===== src/rtl/iso_link_pkg.sv =====
// Shared constants and types for the isolated channel pulse link.
// Assumes a single 10 MHz clock; times are converted to cycle counts here.
package iso_link_pkg;

  // ****************************************************************
  // Timing
  // ****************************************************************

  // Local oscillator period in nanoseconds.
  localparam int CLK_PERIOD_NS = 100;
  // Idle time of the input before refresh pulses are sent.
  localparam int REFRESH_IDLE_NS = 1000;
  // Silence on the receive side before the watchdog takes over.
  localparam int WATCHDOG_NS = 5000;

  // A least time rounds up, a longest time rounds down.
  localparam int REFRESH_CYC =
    (REFRESH_IDLE_NS + CLK_PERIOD_NS - 1) / CLK_PERIOD_NS;
  localparam int WATCHDOG_CYC = WATCHDOG_NS / CLK_PERIOD_NS;

  // Counter width, wide enough for the watchdog count.
  localparam int CNT_W = 6;
  localparam logic [CNT_W-1:0] CNT_ZERO = 6'h00;
  localparam logic [CNT_W-1:0] CNT_ONE = 6'h01;
  localparam logic [CNT_W-1:0] REFRESH_LAST = CNT_W'(REFRESH_CYC - 1);
  localparam logic [CNT_W-1:0] WATCHDOG_LAST = CNT_W'(WATCHDOG_CYC - 1);

  // ****************************************************************
  // Levels
  // ****************************************************************

  // Output level right after leaving supply lockout.
  localparam logic OUT_INIT_LEVEL = 1'h0;
  // Output level forced by the watchdog when the far side is silent.
  localparam logic OUT_WATCHDOG_LEVEL = 1'h1;

  // Operating mode of one die side.
  typedef enum logic {LINK_LOCKED, LINK_ACTIVE} link_mode_t;

endpackage : iso_link_pkg


===== src/rtl/isolated_channel_pulse_link.sv =====
// One die side of an isolated data channel pair plus its power oscillator.
// Assumes every input but nrst and ce comes from pins or the far die and is unsynced;
// nrst is a synchronous reset, ce freezes all state while low.
//
// How it works
// - Each input edge sends one pulse, set pulse for rising, clear for falling.
// - Received set pulse drives output high, clear pulse drives it low.
// - After idle input longer than 1 us, periodic refresh pulses carry level.
// - No received pulse for 5 us forces the output to its high default.
// - Under supply lockout oscillator, pulse drivers and refresh stay idle.
// - Under supply lockout the data output is high impedance.
// - Leaving lockout, output starts low until pulses arrive from far side.
// - Once active, inputs are sampled and encoded pulses sent immediately.
// - Without regulation signal the power oscillator runs freely at full power.
// - Once a regulation signal appears, it modulates the power oscillator.
// - Far side output starts low, then follows our input within 1 us.
// - After activation our level reaches the far side within about 1 us.
// - Primary supply loss shuts converter and channels down at lockout.
// - Without power the output holds its last state until lockout or watchdog.
`timescale 1ns/1ns
`default_nettype none

module isolated_channel_pulse_link
  import iso_link_pkg::*;
(
  input wire logic clk,
  input wire logic nrst,
  input wire logic ce,
  input wire logic supply_lockout,
  input wire logic data_in,
  input wire logic rx_set_pulse,
  input wire logic rx_clr_pulse,
  input wire logic reg_ctrl_in,
  output logic tx_set_pulse,
  output logic tx_clr_pulse,
  output logic data_out,
  output logic data_out_en,
  output logic osc_run
);

  // ****************************************************************
  // State
  // ****************************************************************

  // All state lives in one record; synchroniser stages come first.
  typedef struct packed {
    logic lock_s1;
    logic lock_s2;
    logic din_s1;
    logic din_s2;
    logic rxs_s1;
    logic rxs_s2;
    logic rxc_s1;
    logic rxc_s2;
    logic pwm_s1;
    logic pwm_s2;
    link_mode_t mode;
    logic din_prev;
    logic pwm_prev;
    logic [CNT_W-1:0] refresh_cnt;
    logic [CNT_W-1:0] wd_cnt;
    logic [CNT_W-1:0] pwm_cnt;
    logic reg_seen;
    logic tx_set;
    logic tx_clr;
    logic out_level;
    logic out_en;
    logic osc;
  } link_state_t;

  link_state_t st;
  link_state_t next_st;

  // Edge and activity terms decoded from the second synchroniser stages.
  logic din_edge;
  logic rx_any;
  logic pwm_edge;

  assign din_edge = st.din_s2 != st.din_prev;
  assign rx_any = st.rxs_s2 | st.rxc_s2;
  assign pwm_edge = st.pwm_s2 != st.pwm_prev;

  // ****************************************************************
  // Next state
  // ****************************************************************

  // The first stages are read only by the second stages.
  always_comb
  begin
    next_st = st;
    next_st.lock_s1 = supply_lockout;
    next_st.lock_s2 = st.lock_s1;
    next_st.din_s1 = data_in;
    next_st.din_s2 = st.din_s1;
    next_st.rxs_s1 = rx_set_pulse;
    next_st.rxs_s2 = st.rxs_s1;
    next_st.rxc_s1 = rx_clr_pulse;
    next_st.rxc_s2 = st.rxc_s1;
    next_st.pwm_s1 = reg_ctrl_in;
    next_st.pwm_s2 = st.pwm_s1;
    next_st.tx_set = 1'h0;
    next_st.tx_clr = 1'h0;
    next_st.din_prev = st.din_s2;
    next_st.pwm_prev = st.pwm_s2;
    if (st.lock_s2)
    begin
      // Below lockout everything idles and the pin floats.
      next_st.mode = LINK_LOCKED;
      next_st.out_en = 1'h0;
      next_st.out_level = OUT_INIT_LEVEL;
      next_st.osc = 1'h0;
      next_st.reg_seen = 1'h0;
      next_st.refresh_cnt = CNT_ZERO;
      next_st.wd_cnt = CNT_ZERO;
      next_st.pwm_cnt = CNT_ZERO;
    end
    else
    begin
      unique case (st.mode)
        LINK_LOCKED:
        begin
          // Drive the low default and arm an immediate first send.
          next_st.mode = LINK_ACTIVE;
          next_st.out_en = 1'h1;
          next_st.out_level = OUT_INIT_LEVEL;
          next_st.refresh_cnt = REFRESH_LAST;
          next_st.wd_cnt = CNT_ZERO;
          next_st.pwm_cnt = CNT_ZERO;
          next_st.reg_seen = 1'h0;
          next_st.osc = 1'h1;
        end
        LINK_ACTIVE:
        begin
          // Encoder: one pulse per edge, refresh after idle.
          if (din_edge)
          begin
            next_st.tx_set = st.din_s2;
            next_st.tx_clr = ~st.din_s2;
            next_st.refresh_cnt = CNT_ZERO;
          end
          else if (st.refresh_cnt == REFRESH_LAST)
          begin
            next_st.tx_set = st.din_s2;
            next_st.tx_clr = ~st.din_s2;
            next_st.refresh_cnt = CNT_ZERO;
          end
          else
          begin
            next_st.refresh_cnt = st.refresh_cnt + CNT_ONE;
          end
          // Decoder: a bistable; a set and clear together is noise.
          if (rx_any)
          begin
            next_st.wd_cnt = CNT_ZERO;
            if (st.rxs_s2 && !st.rxc_s2)
            begin
              next_st.out_level = 1'h1;
            end
            else if (st.rxc_s2 && !st.rxs_s2)
            begin
              next_st.out_level = 1'h0;
            end
          end
          else if (st.wd_cnt == WATCHDOG_LAST)
          begin
            // Far side is presumed unpowered; counter saturates here.
            next_st.out_level = OUT_WATCHDOG_LEVEL;
          end
          else
          begin
            // Silence so far: the last received state holds.
            next_st.wd_cnt = st.wd_cnt + CNT_ONE;
          end
          // Regulation watch: lost control falls back to free run.
          if (pwm_edge)
          begin
            next_st.reg_seen = 1'h1;
            next_st.pwm_cnt = CNT_ZERO;
          end
          else if (st.pwm_cnt == WATCHDOG_LAST)
          begin
            next_st.reg_seen = 1'h0;
          end
          else
          begin
            next_st.pwm_cnt = st.pwm_cnt + CNT_ONE;
          end
          // Free run at full power until regulation appears.
          next_st.osc = next_st.reg_seen ? st.pwm_s2 : 1'h1;
        end
      endcase
    end
  end

  // ****************************************************************
  // Registers
  // ****************************************************************

  // Reset puts the side in lockout with every output quiet.
  always_ff @(posedge clk)
  begin
    if (!nrst)
    begin
      st <= '0;
      st.mode <= LINK_LOCKED;
      st.lock_s1 <= 1'h1;
      st.lock_s2 <= 1'h1;
    end
    else if (ce)
    begin
      st <= next_st;
    end
  end

  // Every output is a flip-flop of the state record.
  assign tx_set_pulse = st.tx_set;
  assign tx_clr_pulse = st.tx_clr;
  assign data_out = st.out_level;
  assign data_out_en = st.out_en;
  assign osc_run = st.osc;
endmodule : isolated_channel_pulse_link

`default_nettype wire


===== config.mk =====
export PLATFORM = sky130hd
export DESIGN_NAME = isolated_channel_pulse_link
export DESIGN_NICKNAME = d
export VERILOG_FILES = /design/src/rtl/iso_link_pkg.sv /design/src/rtl/isolated_channel_pulse_link.sv
export SDC_FILE = /design/constraint.sdc
export NUM_CORES = 1
export LEC_CHECK = 0
export BUFFER_PORTS_ARGS = -buffer_cell sky130_fd_sc_hd__buf_4
export CAP_MARGIN = 20
export CORE_MARGIN = 5
export CORE_UTILIZATION = 32
export DETAILED_ROUTE_END_ITERATION = 8
export GPL_TIMING_DRIVEN = 0
export PLACE_DENSITY_LB_ADDON = 0.12
export SYNTH_ARGS = -nofsm -noshare
export SYNTH_HDL_FRONTEND = slang
export SYNTH_SLANG_ARGS = --single-unit

===== constraint.sdc =====
create_clock -name clk -period 3 [get_ports clk]
set_input_delay 0.6 -clock clk [delete_from_list [all_inputs] [get_ports clk]]
set_output_delay 0.6 -clock clk [all_outputs]
set_load 0.005 [all_outputs]

Yosys cells after proc, flatten, opt, wreduce, memory -nomap -nowiden
Index checks and enable logic that the tools add are counted.
Storage, ports and cells
  word-level logic and storage cells: 71
  memories: 0
  output and inout bits: 5
  bits in latches: 0
  bits in registers: 37
  memory bits (read-only): 0
  memory bits (writable): 0
Cells by class
  div/mod/pow operators: 0
  magnitude comparators: 0
  multiply operators: 0
  bitwise gates (word level): 3
  multiplexer cells: 25
  reductions and logical operators: 8
  eq/ne operators: 10
  $add $sub $neg: 3
  shifts and indexed selects: 0
Operator list (count)
  $pmux 19 s2: 1
  $mux 6: 5
  $mux 7: 3
  $mux 19: 1
  $add 6x1->6 const B: 3
  $eq 6x6->1 const B: 2
  $mux 1: 8
  $mux 2: 4
  $ne 4x4->1 const B: 2
  $eq 6x4->1 const B: 1
  $reduce_and 2->1: 3
  $ne 5x3->1 const B: 1
  $ne 4x1->1 const B: 1
  $pmux 1 s2: 2
  $mux 3: 1
  $reduce_and 3->1: 1
  $logic_and 1x1->1: 2
  $logic_not 1->1: 2
  $ne 1x1->1: 2
  $ne 2x1->1 const B: 1
  $not 1->1: 2
  $or 1x1->1: 1

Logic depth before layout (Yosys ltp)
  depth after elaboration: 8
  depth in mapped cells: 6

Worst setup path after synthesis
OpenSTA, ideal clock, no wires.
  kind: input to register
  from: input port nrst
  to: register st, in the netlist next_st[24]
  buffers on the path: 3
  arrival: 1.541 ns
  setup slack: 1.331 ns
  setup time: 0.128 ns
  cell stages on the path: 5
  cells stage by stage: clkbuf_1 > inv_1 > buf_1 > clkbuf_1 > nor2_1
RTL lines
  start, declared: RTL line isolated_channel_pulse_link.sv:27  | input wire logic nrst,
  end signal, assigned: RTL line isolated_channel_pulse_link.sv:211  | st <= next_st;
  end, declared: RTL line isolated_channel_pulse_link.sv:71  | link_state_t st;
No word-level cell between the ends.

Worst setup path after layout
  from: input port nrst
  to: register st[29] (netlist bit)
No word-level cell between the ends.

==> results.toml <==
[run_status]
status = "complete, no violations"

[synth]
async_flop_share_pct = 0
syn_area_per_cell_um2 = 8.77
yosys_most_used_dff = "dfxtp_1"
netlist_area_mm2 = 0.00178
syn_nets = 217
ys_warn_count = 0
ys_seq_area_share_pct = 41.6
synth_seq_cells = 37
synthCells = 203
ys_types = 43
synth_edf_count = 0

[cts]
post-cts-setup-buffers = 0
cts_made_buffers = 5
clk_path_buf_depth = 2
clk_latency_ps = 290
htreeDepth = 2
cts_sinks = 37
clk_pin_slew_worst_paths_ps = 80
cts_root_buf = "clkbuf_8"
hold_buffers = 0
cts-resized-gates = 0
cts_tree = "done"

[timing]
fin_crit_ps = 1850
post-route-period-util_pct = 61.6
worst_pin_slew_ps = 702
fin_ws_ps = 1150
slew_headroom_pct = 53.2
skew_ps = 9.42
slew_viol_final = 0
rsz0062_at_grt = "no"
fmax_mhz = 541
finalSetupTns_ps = 0
setup_viol = 0
final_hold_viol_count = 0

[placed_design]
pre_cts_slack_ps = 779
placed_cells = 285
hpwl_um = 2930
portBuffers = 10
place_congestion = 0.751

[power_and_ir_drop]
ir_drop_mv = 0.261
p_per_area_mw_per_mm2 = 458
totalPowerFinal_uw = 931
power_frac_comb_pct = 7.7
leakagePower_uw = 0.000739
swShare_pct = 25.8
p_clk_share_pct = 37.1
power_frac_seq_pct = 55.2
intPower_uw = 692
p_switching_uw = 240

[grt]
grt_pass1_wl_um = 7090
busiest_layer = "met2"
grtUsageMet1_pct = 16.5
grt_pass1_vias = 1458
grt_max_degree = 13
use_met3_pct = 3.24
grt_usage_pct = 12.2
use_met2_pct = 19.1
grt_overflow = 0
antenna_found_initial = 0

[job]
max_cap_viol_count = 0

[die]
start_util_pct = 32.5
die-height_um = 84.6
dieArea_mm2 = 0.00716
core_mm2 = 0.00547
die_w_um = 84.6
io_pins = 13
row_count = 27

[routing]
drt_iter0_markers = 52
postRouteAntennaNets = 0
via_per_inst = 5.08
wl_per_cell_um = 14.0
drtPass1Iterations = 6
route.detailed.drc = 0
vias = 1489
wirelength_um = 4110

[setup_path]
critPathLaunchType = "input pin"
criticalPathCategory = "input pin to flop"
end_kind = "flop"
crit_fanout = 10
crit_required_ps = 3170
worstPathArrival_ps = 2020

[layout]
instances_no_fill = 293
syn_to_final_growth_pct = 14.1
final_nets = 234
diodes = 0
drive_above_1_share_pct = 10.4

[min_path]
worstHoldPathType = "flop to flop"
-- layout by cell type, fill, tap and decap left out, drive strengths merged, types with 2 or more instances in the layout --
cell / instances
xor2: 3
clkinv: 2
nand3b: 3
ha: 6
xnor2: 2
nand4: 2
nor2: 17
nor3: 5
nand3: 10
and3: 2
dfxtp: 37
o211ai: 5
o21a: 6
o21ai: 11
a211oi: 3
clkbuf: 11
buf: 14
nand2: 15
inv: 11
a21boi: 4
nor4: 2
nor2b: 6
mux2i: 10
a21oi: 11
o31ai: 2
o41ai: 4
-- synthesized netlist by cell type, types with 2 or more instances --
cell      number  area share [%]
dfxtp_1       37              42
a21oi_1       11             3.1
o21ai_0       11             3.1
and3_1         2            0.70
nor4_1         2            0.70
o41ai_1        4             2.0
nor2b_1        6             2.1
nand4_1        2            0.70
nor3_1         5             1.4
nor2_1        17             3.6
o21a_1         6             2.5
nand3b_1       3             1.3
ha_1           6             4.2
clkbuf_1       6             1.3
buf_1          3            0.63
xnor2_1        2            0.98
nand2_1       14             3.0
a211oi_1       3             1.3
mux2i_1       10             5.6
o211ai_1       5             2.1
nand3_1       10             2.8
o31ai_1        2            0.84
inv_1         11             2.3
xor2_1         3             1.5
a21boi_0       4             1.7
-- per-layer routing --
| metal | part of all wire (%) | wire length, um |
|---|---|---|
| met5 | 0 | 0 |
| met4 | 1.2 | 49 |
| met3 | 3.1 | 129 |
| met2 | 43 | 1770 |
| met1 | 53 | 2160 |
-- cell families after synthesis --
group	share of synthesized area [%]
xor gates and xnor gates	2.46
DFF	41.6
adders and majority gates	4.22
and+or+nand+nor	21.7
muxes	5.62
AOI/OAI and AO/OA	19.9
buffers and inverters	4.50
-- critical path: stages --
cell and delay (ps):
clkbuf_1 200, inv_1 230, buf_1 480, clkbuf_1 410, nor2_1 90
-- layout make-up --
type	instances	area, um^2
inverter	11	41.3
clock inverter	3	17.5
buffer	10	38.8
fill	595	3440
tap	72	90.1
clock buffer	5	68.8
multi-input combinational	145	960
timing repair buffer	10	75.1
sequential	37	741
-- registers in the layout, summed over array words and instances, names as in the netlist --
| register | flops |
|---|---|
| st | 25 |
| next_st | 7 |
| data_out | 1 |
| data_out_en | 1 |
| osc_run | 1 |
| tx_clr_pulse | 1 |
| tx_set_pulse | 1 |
-- through the flow --
stage	instance area [um^2]	hold slack, ps	util [%]
after floorplan	1780	442	-
after global placement	1950	458	35.6
after detailed placement	1950	462	35.6
after CTS	2030	481	37.1
after global routing	2030	499	37.1
final	2030	476	37.1
-- path summary, 6_finish.rpt --
kind,from,end,slack [ps],cells after the start
setup reg to reg,st[26],st[7],1280,5
hold reg to reg,data_out_en,data_out_en,480,1
hold / removal,data_out_en,data_out_en,480,1
setup / recovery,nrst,st[29],1150,5
-- power groups by stage --
| stage | sequential [uW] | combinational, uW | clock (uW) |
|---|---|---|---|
| global route | 516 | 80.4 | 384 |
| global placement | 525 | 73.2 | 0 |
| CTS | 514 | 73.4 | 358 |
| floorplan | 523 | 48.4 | 0 |
| detailed placement | 526 | 73.0 | 0 |
| finish | 514 | 71.8 | 346 |
(Power assumes the default switching activity.)
